## src/pkg/int_gate_defines.vh

```
/*
 Register offsets, field positions and reset values of the interrupt enable gating stage.
 Assumes inclusion by bare name from design and bench files.
*/
`ifndef INT_GATE_DEFINES_VH
`define INT_GATE_DEFINES_VH

// Byte offsets of the registers on the register bus.
`define OFS_VECTOR_ENABLE_LOW   8'h88
`define OFS_VECTOR_ENABLE_HIGH  8'ha8
`define OFS_GLOBAL_GATE         8'he8
`define OFS_SOURCE_SELECT_LOW   8'he4
`define OFS_SOURCE_SELECT_HIGH  8'he5
`define OFS_PENDING_STATUS      8'hf0
`define OFS_FORWARD_STATUS      8'hf4

// Field positions inside the global gate register.
`define BIT_GLOBAL_GATE_FLAG    0
`define BIT_PIN_REQUEST_CLEAR   1

// Reset values.
`define RST_VECTOR_ENABLE       8'h00
`define RST_SOURCE_SELECT       8'h00
`define RST_GLOBAL_GATE         1'b0

// AXI4-Lite response codes.
`define RESP_OKAY               2'b00
`define RESP_SLVERR             2'b10

`endif

```

## src/interrupt_enable_gating.v

```verilog
/*
 Enable gating stage between sixteen interrupt sources and the processor interrupt logic,
 with an AXI4-Lite register slave. Assumes module request groups arrive already combined
 per vector on clk, and pin requests arrive from outside and are synchronised here.
*/
//
// Function
// Global flag set forwards all enabled requests.
// Global flag clear masks every request.
// Software pulses pin clear before pin enable.
// Vector enable bit opens or closes path.
// Low bit 7 gates timer 1 or pin.
// Low bit 6 gates serial 1 or pin.
// Low bit 5 gates serial 0 or pin.
// Low bit 4 gates port watch 0.
// Low bit 3 gates timer or pin.
// Low bit 2 gates SPI receive or pin.
// Low bit 1 gates SPI transmit or pin.
// Low bit 0 gates pin only.
// High bit 7 gates port watch 1.
// High bit 6 gates watchdog and arithmetic.
// High bit 5 gates upper PWM timers.
// High bit 4 gates lower PWM timers.
// High bit 3 gates width counters.
// High bit 2 gates arbitration and collisions.
// High bit 1 gates two wire requests.
// High bit 0 gates timer 2 or pin.
// Source select chooses module or pin.
// Pin sensitivity stays level for modules.
// Forward equals global AND enable AND source.
`timescale 1ns/1ps
`include "int_gate_defines.vh"

module interrupt_enable_gating #(
  parameter ADDR_WIDTH = 8
) (
  // Clock and reset.
  input  wire                  clk,
  input  wire                  sys_rst,
  // AXI4-Lite write address channel.
  input  wire [ADDR_WIDTH-1:0] s_axi_awaddr,
  input  wire                  s_axi_awvalid,
  output wire                  s_axi_awready,
  // AXI4-Lite write data channel.
  input  wire [31:0]           s_axi_wdata,
  input  wire [3:0]            s_axi_wstrb,
  input  wire                  s_axi_wvalid,
  output wire                  s_axi_wready,
  // AXI4-Lite write response channel.
  output wire [1:0]            s_axi_bresp,
  output wire                  s_axi_bvalid,
  input  wire                  s_axi_bready,
  // AXI4-Lite read address channel.
  input  wire [ADDR_WIDTH-1:0] s_axi_araddr,
  input  wire                  s_axi_arvalid,
  output wire                  s_axi_arready,
  // AXI4-Lite read data channel.
  output wire [31:0]           s_axi_rdata,
  output wire [1:0]            s_axi_rresp,
  output wire                  s_axi_rvalid,
  input  wire                  s_axi_rready,
  // Module request groups, one combined level per vector, on clk.
  input  wire [15:0]           module_request,
  // Pin requests after polarity and sensitivity logic, asynchronous.
  input  wire [15:0]           pin_request,
  // Gated requests toward the processor interrupt logic.
  output wire [15:0]           forwarded_request,
  // One-cycle pulse asking the pin logic to clear its pending flags.
  output wire                  pin_request_clear
);

  // Register state.
  reg  [7:0]  vector_enable_low_q;
  reg  [7:0]  vector_enable_high_q;
  reg  [7:0]  source_select_low_q;
  reg  [7:0]  source_select_high_q;
  reg         global_gate_flag_q;
  reg         pin_clear_q;
  reg  [15:0] pin_meta_q;
  reg  [15:0] pin_sync_q;
  reg  [15:0] forward_q;

  // Bus slave state.
  reg                  aw_held_q;
  reg [ADDR_WIDTH-1:0] aw_addr_q;
  reg                  w_held_q;
  reg [31:0]           w_data_q;
  reg [3:0]            w_strb_q;
  reg                  bvalid_q;
  reg [1:0]            bresp_q;
  reg                  rvalid_q;
  reg [31:0]           rdata_q;
  reg [1:0]            rresp_q;

  wire [15:0] enable_all;
  wire [15:0] select_all;
  wire [15:0] pending;
  wire        do_write;
  wire        do_read;

  // Returns one when the offset names a mapped register.
  function mapped;
    input [ADDR_WIDTH-1:0] a;
    begin
      mapped = (a == `OFS_VECTOR_ENABLE_LOW)  || (a == `OFS_VECTOR_ENABLE_HIGH) ||
               (a == `OFS_GLOBAL_GATE)        || (a == `OFS_SOURCE_SELECT_LOW)  ||
               (a == `OFS_SOURCE_SELECT_HIGH) || (a == `OFS_PENDING_STATUS)     ||
               (a == `OFS_FORWARD_STATUS);
    end
  endfunction

  // Bits 7 to 0 of the low register gate vectors 7 to 0, the high register vectors 15 to 8.
  assign enable_all = {vector_enable_high_q, vector_enable_low_q};
  assign select_all = {source_select_high_q, source_select_low_q};

  // Vector 0 has no module, so it only ever sees its pin.
  assign pending = (select_all & pin_sync_q) |
                   (~select_all & {module_request[15:1], 1'b0});

  // Pin requests pass two flip-flops before use.
  always @(posedge clk) begin
    if (sys_rst) begin
      pin_meta_q <= 16'h0000;
      pin_sync_q <= 16'h0000;
    end else begin
      pin_meta_q <= pin_request;
      pin_sync_q <= pin_meta_q;
    end
  end

  // Gated request, refreshed every clock.
  always @(posedge clk) begin
    if (sys_rst) begin
      forward_q <= 16'h0000;
    end else begin
      forward_q <= {16{global_gate_flag_q}} & enable_all & pending;
    end
  end

  assign forwarded_request = forward_q;
  assign pin_request_clear = pin_clear_q;

  // Write address and data are taken in either order, then executed together.
  assign s_axi_awready = ~aw_held_q & ~bvalid_q;
  assign s_axi_wready  = ~w_held_q & ~bvalid_q;
  assign do_write      = aw_held_q & w_held_q & ~bvalid_q;
  assign s_axi_bvalid  = bvalid_q;
  assign s_axi_bresp   = bresp_q;

  always @(posedge clk) begin
    if (sys_rst) begin
      aw_held_q <= 1'b0;
      aw_addr_q <= {ADDR_WIDTH{1'b0}};
      w_held_q  <= 1'b0;
      w_data_q  <= 32'h00000000;
      w_strb_q  <= 4'h0;
      bvalid_q  <= 1'b0;
      bresp_q   <= `RESP_OKAY;
    end else begin
      if (s_axi_awvalid && s_axi_awready) begin
        aw_held_q <= 1'b1;
        aw_addr_q <= s_axi_awaddr;
      end
      if (s_axi_wvalid && s_axi_wready) begin
        w_held_q <= 1'b1;
        w_data_q <= s_axi_wdata;
        w_strb_q <= s_axi_wstrb;
      end
      if (do_write) begin
        aw_held_q <= 1'b0;
        w_held_q  <= 1'b0;
        bvalid_q  <= 1'b1;
        bresp_q   <= mapped(aw_addr_q) ? `RESP_OKAY : `RESP_SLVERR;
      end else if (bvalid_q && s_axi_bready) begin
        bvalid_q <= 1'b0;
      end
    end
  end

  // Register writes; only byte lane 0 carries data. Pin clear is a self-clearing pulse.
  always @(posedge clk) begin
    if (sys_rst) begin
      vector_enable_low_q  <= `RST_VECTOR_ENABLE;
      vector_enable_high_q <= `RST_VECTOR_ENABLE;
      source_select_low_q  <= `RST_SOURCE_SELECT;
      source_select_high_q <= `RST_SOURCE_SELECT;
      global_gate_flag_q   <= `RST_GLOBAL_GATE;
      pin_clear_q          <= 1'b0;
    end else begin
      pin_clear_q <= 1'b0;
      if (do_write && w_strb_q[0]) begin
        case (aw_addr_q)
          `OFS_VECTOR_ENABLE_LOW: begin
            vector_enable_low_q <= w_data_q[7:0];
          end
          `OFS_VECTOR_ENABLE_HIGH: begin
            vector_enable_high_q <= w_data_q[7:0];
          end
          `OFS_SOURCE_SELECT_LOW: begin
            source_select_low_q <= w_data_q[7:0];
          end
          `OFS_SOURCE_SELECT_HIGH: begin
            source_select_high_q <= w_data_q[7:0];
          end
          `OFS_GLOBAL_GATE: begin
            global_gate_flag_q <= w_data_q[`BIT_GLOBAL_GATE_FLAG];
            pin_clear_q        <= w_data_q[`BIT_PIN_REQUEST_CLEAR];
          end
          default: begin
            pin_clear_q <= 1'b0;
          end
        endcase
      end
    end
  end

  // Read channel: one read at a time, answered the cycle after the address is taken.
  assign s_axi_arready = ~rvalid_q;
  assign do_read       = s_axi_arvalid & ~rvalid_q;
  assign s_axi_rvalid  = rvalid_q;
  assign s_axi_rdata   = rdata_q;
  assign s_axi_rresp   = rresp_q;

  always @(posedge clk) begin
    if (sys_rst) begin
      rvalid_q <= 1'b0;
      rdata_q  <= 32'h00000000;
      rresp_q  <= `RESP_OKAY;
    end else if (do_read) begin
      rvalid_q <= 1'b1;
      rresp_q  <= mapped(s_axi_araddr) ? `RESP_OKAY : `RESP_SLVERR;
      case (s_axi_araddr)
        `OFS_VECTOR_ENABLE_LOW:  rdata_q <= {24'h000000, vector_enable_low_q};
        `OFS_VECTOR_ENABLE_HIGH: rdata_q <= {24'h000000, vector_enable_high_q};
        `OFS_SOURCE_SELECT_LOW:  rdata_q <= {24'h000000, source_select_low_q};
        `OFS_SOURCE_SELECT_HIGH: rdata_q <= {24'h000000, source_select_high_q};
        `OFS_GLOBAL_GATE:        rdata_q <= {31'h00000000, global_gate_flag_q};
        `OFS_PENDING_STATUS:     rdata_q <= {16'h0000, pending};
        `OFS_FORWARD_STATUS:     rdata_q <= {16'h0000, forward_q};
        default:                 rdata_q <= 32'h00000000;
      endcase
    end else if (rvalid_q && s_axi_rready) begin
      rvalid_q <= 1'b0;
    end
  end

endmodule // interrupt_enable_gating

```

## config.mk

```make
export PLATFORM = sky130hd
export DESIGN_NAME = interrupt_enable_gating
export DESIGN_NICKNAME = d
export VERILOG_FILES = /design/src/interrupt_enable_gating.v
export VERILOG_INCLUDE_DIRS = /design/src /design/src/pkg
export SDC_FILE = /design/constraint.sdc
export NUM_CORES = 1
export LEC_CHECK = 0
export ABC_AREA = 1
export CORE_UTILIZATION = 25
export DETAILED_ROUTE_END_ITERATION = 12
export DONT_BUFFER_PORTS = 1
export GPL_ROUTABILITY_DRIVEN = 0
export HOLD_SLACK_MARGIN = 0.15
export MAX_ROUTING_LAYER = met4
export PLACE_DENSITY = 0.37
export SYNTH_ARGS = -nofsm -noshare
export SYNTH_HDL_FRONTEND = slang
export SYNTH_SLANG_ARGS = --single-unit
```

## constraint.sdc

```tcl
create_clock -name clk -period 2.82 [get_ports clk]
set_input_delay 0.564 -clock clk [delete_from_list [all_inputs] [get_ports clk]]
set_output_delay 0.564 -clock clk [all_outputs]
set_load 0.02 [all_outputs]
```

### After elaboration in Yosys (flattened, before gate mapping)

Cells that the tools add are included.

* register bits: 139
* latch bits: 0
* bits in writable memories: 0
* ROM bits: 0
* input bits: 91
* output and inout port bits: 58
* word-level logic and storage cells: 83
* memories: 0

* add/subtract/negate cells: 0
* multiply operators: 0
* divide/modulo/power cells: 0
* magnitude comparators: 0
* equal/unequal tests: 14
* shift operators: 0
* multiplexer cells: 7
* bitwise operators: 17
* reduce and logical (&&, ||, !) cells: 26

Operator list (number)
* $eq A8 B8 Y1 const B: 14
* $pmux W16 S7: 1
* $and A16 B16 Y16: 4
* $not A16 Y16: 1
* $or A16 B16 Y16: 1
* $logic_or A1 B1 Y1: 12
* $reduce_and A2 Y1: 5
* $not A1 Y1: 6
* $and A1 B1 Y1: 5
* $logic_and A1 B1 Y1: 5
* $mux W1: 4
* $mux W2: 2
* $reduce_bool A2 Y1: 2
* $reduce_or A3 Y1: 1
* $reduce_or A2 Y1: 1

### Logic depth before layout (Yosys ltp)

Gate-level depths: netlist of run 1.

* word-level depth: 8
* mapped depth: 10
* depth with buffers taken out: 9

### Worst setup path after synthesis of run 1

OpenSTA, ideal clock, no wires.

* path type: reg2reg
* start point: register rvalid_q, in the netlist s_axi_rvalid
* end point: register rvalid_q, in the netlist s_axi_rvalid
* library setup time: 115 ps
* arrival: 1374 ps
* required time: 2705 ps
* slack: 1331 ps
* cell stages (with the launch flop): 6
* path buffers: 1
* clock period less this slack: 1489 ps
* path through: dfxtp_1 inv_1 nand2_1 clkinv_1 buf_2 o21a_1

* longest elaborated chain between the ends: 3
* elaborated cells between the ends (all ways): 5
* classes of those cells: mux (1); bitwise (2); reduce/logical (2)

RTL lines
* from (decl): RTL line interrupt_enable_gating.v:91 `reg rvalid_q;`
* from (signal assigned): RTL line interrupt_enable_gating.v:226 `rvalid_q <= 1'b0;`
* from (signal assigned): RTL line interrupt_enable_gating.v:230 `rvalid_q <= 1'b1;`
* from (signal assigned): RTL line interrupt_enable_gating.v:243 `rvalid_q <= 1'b0;`
* $not A1 Y1 (*)
* named net s_axi_arready: RTL line interrupt_enable_gating.v:56 `output wire s_axi_arready,`
* $and A1 B1 Y1 (*): RTL line interrupt_enable_gating.v:219 `assign do_read = s_axi_arvalid & ~rvalid_q;`
* $mux W1 / $reduce_bool A2 Y1 (equally long branches)

The timed path passes the listed nets; every way through them passes the cells marked *.
A chain may end at the register's enable or synchronous reset.

### Worst setup path in the final report of run 1

* start point: register bvalid_q, in the netlist s_axi_bvalid
* end point: register w_data_q[0]

* longest elaborated chain between the ends: 3

RTL lines
* from (decl): RTL line interrupt_enable_gating.v:89 `reg bvalid_q;`
* from (signal assigned): RTL line interrupt_enable_gating.v:157 `bvalid_q <= 1'b0;`
* from (signal assigned): RTL line interrupt_enable_gating.v:172 `bvalid_q <= 1'b1;`
* from (signal assigned): RTL line interrupt_enable_gating.v:175 `bvalid_q <= 1'b0;`
* $not A1 Y1: RTL line interrupt_enable_gating.v:145 `assign s_axi_wready = ~w_held_q & ~bvalid_q;`
* $and A1 B1 Y1: RTL line interrupt_enable_gating.v:145
* named net s_axi_wready: RTL line interrupt_enable_gating.v:48 `output wire s_axi_wready,`
* $logic_and A1 B1 Y1: RTL line interrupt_enable_gating.v:164 `if (s_axi_wvalid && s_axi_wready) begin`
* to (signal assigned): RTL line interrupt_enable_gating.v:166 `w_data_q <= s_axi_wdata;`
* to (decl): RTL line interrupt_enable_gating.v:87 `reg [31:0] w_data_q;`

The timed path passes the listed nets, and every way through them passes these cells.

==> results.md, run 1 <==
* Synth area leaders: dfxtp_1 (48%), nand2_1 (8.4%), nor2_1 (6.2%)
* H-tree depth at 4
* Minimum clock period at 2.00 ns
* Fin. max-slew vios at 0
* Seq/Total Area, Yosys at 0.480
* Syn Area/Cell at 7.60 um2
* Top cells by count, synth: dfxtp_1 (121), nand2_1 (113), nor2_1 (83), inv_1 (79), a21oi_1 (62)
* Synth Flop Type: dfxtp_1
* Arrival time at the worst endpoint at 2.27 ns
* Total global routing overflow at 0
* Layout Skew at 0.00831 ns
* Clk root buf: clkbuf_16
* Pre-Repair DR Iteration Count at 5
* CP Data Required Time at 3.09 ns
* Worst-Skew Late Latency at 0.41 ns
* Wire length on met2 at 6460 um
* Total GRT Usage at 0.151
* Post-CTS Resized at 0
* Final wirelength at 14400 um
* Vias in the first global route at 3862
* Achievable Freq at 0.500 GHz
* Slew at the pin with the worst max-slew slack at 0.653 ns
* DR iter-0 viols at 272
* Setup crit end kind: flip-flop
* Die width at 144 um
* RSZ-0062 raised after global routing: no
* First-pass GRT wire length at 21700 um
* Ys async rst share at 0
* CP cell instances: nor2_1 > nand2_1 > o21ai_0 > a21oi_1
* Setup TNS at 0 ns
* CP Max Fanout at 18
* Critical Path Max Stage Delay at 0.52 ns
* MaxCap Viol Count at 0
* # clock sinks at 121
* Layout Nets at approximately 750
* Top delay family on crit path: simple AND/OR/NAND/NOR gates
* Ports at ~150
* Routed WL per cell at 15.4 um
* Port Buffers at 0
* FF+latch count, synth at 121
* Syn Inst Count at 664
* Vias per inst at around 4.3
* Syn Std Cell Area at 5040 um2
* Count leader, synth: dfxtp_1
* Final cycle utilization of the critical path at 0.709
* M1 wire length at 6740 um
* TritonCTS clock tree: done
* Max VDD drop at ~0.00043 V
* Hold Vio Cnt, Final at 0
* Worst hold slack at 0.217 ns
* Final setup violation count at 0
* CP max-delay cell: nand2_1
* Post-route ant nets at 0
* Met3 wire length at 953 um
* PD cells at slightly above 700 nW/um2
* Critical path startpoint category: flip-flop
* Area Growth Syn to Fin at 14.9%
* Die area at 20700 um2
* Top routing layer used: met4
* DR DRC count at 0
* CTS buffer count at 17
* Initial Utilization at 0.257
* Yosys warnings at 0
* Initial antenna violation count at 0
* Layout cells sized above 1 at 0.0936
* Synth area leader: dfxtp_1
* EDFF count, synth at 0
* Relative slew margins at 0.563
* Clock tree buffer depth at 2
* Distinct cells, synth at 32
* Setup bufs post-CTS at 0
* Antenna cells at 0
* Final HPWL DP at 10800 um
* Core area at 19600 um2
* Buf+Inv Stages, Crit Path at 0
* Synth top area share at 0.480
* Die Ht at 144 um
* Std-Cell Rows at about 50
* Worst Path Class, Setup: flip-flop to flip-flop
* Status: complete, no violations
* Clock-pin slew on the worst setup and hold paths at 0.05 ns
* CTS Hold Bufs at 0
* Via count at 4072
* Leak at 2.32 nW
* Worst Hold Class: input pin to flip-flop
* Pin count of the biggest net entering global routing at 61
==> cell type report <==
cell class | count | area [um2]
Clock inverter | 11 | 148
Multi-Input combinational cell | 425 | 2070
Sequential cell | 121 | 2420
Tap cell | 265 | 332
Clock buffer | 21 | 450
Inverter | 91 | 343
Timing Repair Buffer | 4 | 30.0
Fill cell | 2123 | 13800
==> logic make-up (layout without fill, tap and decap cells) <==
family,count (synthesis),count (layout),share of synthesized area
multiplexers,8,8,0.0159
AND/OR/NAND/NOR,276,276,0.252
flip-flops,121,121,0.480
buffers and inverters,135,127,0.122
other,1,18,0.000744
AO/OA/AOI/OAI,123,123,0.129
==> registers in the layout (all words and copies together), names as in the netlist <==
| name | count |
|---|---|
| pin_request_clear | 1 |
| w_data_q | 8 |
| s_axi_rdata | 16 |
| aw_addr_q | 8 |
| s_axi_bresp | 1 |
| forwarded_request | 16 |
| pin_meta_q | 16 |
| global_gate_flag_q | 1 |
| w_strb_q | 1 |
| vector_enable_low_q | 8 |
| aw_held_q | 1 |
| vector_enable_high_q | 8 |
| s_axi_bvalid | 1 |
| w_held_q | 1 |
| s_axi_rresp | 1 |
| s_axi_rvalid | 1 |
| source_select_low_q | 8 |
| source_select_high_q | 8 |
| pin_sync_q | 16 |
==> routing by layer <==
layer	vias up	track usage
li1	2068	-
met1	1859	0.188
met2	128	0.224
met3	17	0.0411
met4	0	0.0745
met5	-	-
==> path summary, 6_finish.rpt <==
check | from | to | slack, ns | cells after the start
worst max-delay path | s_axi_bvalid | w_data_q[0] | 0.82 | 4
worst min-delay path | sys_rst | s_axi_rdata[12] | 0.22 | 1
worst max register to register | s_axi_bvalid | w_data_q[0] | 0.82 | 4
worst min register to register | pin_meta_q[3] | pin_sync_q[3] | 0.40 | 2
==> where the power goes <==
group / internal [W] / switching (W) / total, W
logic: 0.0000530 / 0.000160 / 0.000213
clock network: 0.00141 / 0.000772 / 0.00218
registers: 0.00176 / 0.0000372 / 0.00180
==> layout by cell type, fill, tap and decap left out <==
| cell | count |
|---|---|
| clkbuf_8 | 1 |
| nand3_2 | 3 |
| o21a_1 | 1 |
| a211oi_1 | 6 |
| nor2_4 | 5 |
| clkbuf_16 | 17 |
| nand4_1 | 1 |
| a21oi_1 | 62 |
| o211ai_1 | 1 |
| clkinvlp_4 | 4 |
| conb_1 | 18 |
| clkinv_1 | 1 |
| clkinv_4 | 2 |
| o21ai_0 | 34 |
| o21ai_1 | 17 |
| clkinv_2 | 3 |
| nand3_4 | 1 |
| mux2i_1 | 8 |
| inv_1 | 79 |
| nand3_1 | 40 |
| nor2_1 | 83 |
| nand3b_1 | 1 |
| nand2_2 | 3 |
| clkbuf_1 | 3 |
| bufinv_16 | 3 |
| and2_1 | 1 |
| buf_4 | 4 |
| dfxtp_1 | 121 |
| nand2_1 | 113 |
| nor3_1 | 6 |
| nor2_2 | 3 |
| inv_2 | 10 |
| nor3b_1 | 14 |
| a211oi_2 | 2 |
| nor2_8 | 2 |
==> worst register-to-register path, cell delays in order, from the launching register on <==
cell and delay (ns):
dfxtp_1 0.43, nor2_1 0.44, nand2_1 0.52, o21ai_0 0.41, a21oi_1 0.07
==> through the flow <==
step	area [um2]	setup slack [ns]	power, W	cells	util
6_report	5800	0.821	0.00420	938	0.296
2_1_floorplan	5110	1.33	0.00203	681	-
3_5_place_dp	5200	0.769	0.00205	906	0.265
4_1_cts	5800	0.835	0.00426	938	0.296
5_1_grt	5800	0.655	0.00437	938	0.296
3_3_place_gp	5200	0.801	0.00205	906	0.265
No activity file was read; power rests on OpenSTA's default activity.
==> run 2: changes to the inputs <==
==> constraint.sdc (replaced) <==
create_clock -name clk -period 2 [get_ports clk]
set_input_delay 0.4 -clock clk [delete_from_list [all_inputs] [get_ports clk]]
set_output_delay 0.4 -clock clk [all_outputs]
set_load 0.02 [all_outputs]
==> results.md, run 2 (synthesis gave the netlist of run 1 again) <==
* Status: complete, no violations (unchanged)
* Antenna cells at 0 (unchanged)
* Total GRT Usage at 0.154 (was 0.151)
* Leak at 2.43 nW (was 2.32 nW)
* RSZ-0062 raised after global routing: no (unchanged)
* CP Data Required Time at 2.29 ns (was 3.09 ns)
* R2R Path Start: s_axi_bvalid (unchanged)
* Final HPWL DP at 11000 um (was 10800 um)
* CTS Hold Bufs at 19 (was 0)
* Pre-Repair DR Iteration Count at 4 (was 5)
* Relative slew margins at 0.553 (was 0.563)
* Ports at 149 (unchanged)
* First-pass GRT wire length at 22100 um (was 21700 um)
* Final setup violation count at 0 (unchanged)
* MaxCap Viol Count at 0 (unchanged)
* Setup crit end kind: flip-flop (unchanged)
* Die area at 20700 um2 (unchanged)
* Std-Cell Rows at 51 (unchanged)
* Minimum clock period at 1.75 ns (was 2.00 ns)
* Port Buffers at 0 (unchanged)
* Vias per inst at 4.21 (was 4.34)
* Hold Vio Cnt, Final at 0 (unchanged)
* H-tree depth at 4 (unchanged)
* DR DRC count at 0 (unchanged)
* CP Max Fanout at 15 (was 18)
* Post-route ant nets at 0 (unchanged)
* Layout Nets at 778 (was 751)
* Critical path startpoint category: flip-flop (unchanged)
* Clock-pin slew on the worst setup and hold paths at 0.06 ns (was 0.05 ns)
* Arrival time at the worst endpoint at 2.04 ns (was 2.27 ns)
* Routed WL per cell at 15.3 um (was 15.4 um)
* CP startpoint: s_axi_bvalid (unchanged)
* Clk root buf: clkbuf_16 (unchanged)
* PD cells at 970 nW/um2 (was 724 nW/um2)
* Vias in the first global route at 3842 (was 3862)
* Worst hold slack at 0.174 ns (was 0.217 ns)
* Reg2reg setup slack at 0.25 ns (was 0.82 ns)
* Die Ht at 144 um (unchanged)
* Reg2reg path depth at 4 (unchanged)
* Worst Path Class, Setup: flip-flop to flip-flop (unchanged)
* Worst Setup EP: w_data_q[1] (was w_data_q[0])
* Final cycle utilization of the critical path at 0.876 (was 0.709)
* Post-CTS Resized at 0 (unchanged)
* Layout Skew at 0.00679 ns (was 0.00831 ns)
* Setup bufs post-CTS at 0 (unchanged)
* Pin count of the biggest net entering global routing at 60 (was 61)
* DR iter-0 viols at 371 (was 272)
* Core area at 19600 um2 (unchanged)
* Total global routing overflow at 0 (unchanged)
* Reg2Reg Capture Point: w_data_q[1] (was w_data_q[0])
* Via count at 4058 (was 4072)
* Layout cells sized above 1 at 0.107 (was 0.0936)
* Setup TNS at 0 ns (unchanged)
* Final wirelength at 14700 um (was 14400 um)
* TritonCTS clock tree: done (unchanged)
* Clock tree buffer depth at 2 (unchanged)
* CTS buffer count at 17 (unchanged)
* Fin. max-slew vios at 0 (unchanged)
* Commonest cells after routing, fill and taps aside: dfxtp_1 (121), nand2_1 (113), nor2_1 (83) (unchanged)
* Die width at 144 um (unchanged)
* Area Growth Syn to Fin at 19.7% (was 14.9%)
* Initial Utilization at 0.257 (unchanged)
* Worst-Skew Late Latency at 0.42 ns (was 0.41 ns)
* Worst Hold Class: input pin to flip-flop (unchanged)
* Achievable Freq at 0.571 GHz (was 0.500 GHz)
* Max VDD drop at 0.000588 V (was 0.000427 V)
* Initial antenna violation count at 0 (unchanged)
* Commonest non-fill, non-tap cell in the layout: dfxtp_1 (unchanged)
* # clock sinks at 121 (unchanged)
* Slew at the pin with the worst max-slew slack at 0.669 ns (was 0.653 ns)
* Layout fillers at 2126 (was 2123)
## run 2: cell types whose count changed in the layout (fill, tap and decap cells not counted), sizes merged
cell and delta:
dlygate4sd3 +18, buf +9, clkinvlp +4, bufinv -2, clkbuf -2, clkinv -2, inv +2
## run 2: critical path, stage by stage, from the launching register on
cell,delay [ns]
dfxtp_1,0.43
nor2_1,0.44
nand2_1,0.41
o21ai_0,0.28
a21oi_1,0.06
## run 2: worst min path at each step
stage,end,slack [ns],start,cells past startpoint
2_1_floorplan,pin_sync_q[0],0.39,pin_meta_q[0],2
3_3_place_gp,pin_sync_q[6],0.40,pin_meta_q[6],2
3_5_place_dp,pin_sync_q[6],0.40,pin_meta_q[6],2
4_1_cts,w_data_q[7],0.15,s_axi_wdata[7],2
5_1_grt,vector_enable_low_q[0],0.17,sys_rst,3
6_report,aw_addr_q[4],0.17,s_axi_awaddr[4],2
## run 2: per-stage QoR
| step | area [um2] | util | setup WS [ns] | total power (W) | instances |
|---|---|---|---|---|---|
| finish | 6040 | 0.308 | 0.248 | 0.00586 | 965 |
| detailed placement | 5260 | 0.268 | 0.209 | 0.00291 | 914 |
| CTS | 6040 | 0.308 | 0.210 | 0.00594 | 965 |
| global route | 6040 | 0.308 | 0.0389 | 0.00610 | 965 |
| global placement | 5260 | 0.268 | 0.264 | 0.00291 | 914 |
| floorplan | 5110 | - | 0.511 | 0.00286 | 681 |
## run 2: power breakdown
part           switching, W  internal (W)
sequential        0.0000544       0.00249
combinational      0.000251      0.000113
clock               0.00118       0.00178
## run 2: metal layers
| layer | track usage | vias up | wire [um] | part of all wire |
|---|---|---|---|---|
| li1 | - | 2131 | - | - |
| met1 | 0.187 | 1811 | 6650 | 0.45 |
| met2 | 0.234 | 95 | 6740 | 0.46 |
| met3 | 0.0546 | 21 | 1150 | 0.078 |
| met4 | 0.0560 | 0 | 210 | 0.014 |
| met5 | - | - | 0 | 0 |
## run 2: area by class of cell
class                   instances  area, um2  area share
clock inverters                13        121      0.0201
inverters                      91        343      0.0568
multi-input cells             425       2070       0.343
repair buffers                 31        298      0.0493
flip-flops and latches        121       2420       0.401
well taps                     265        332      0.0549
clock buffers                  19        453      0.0750
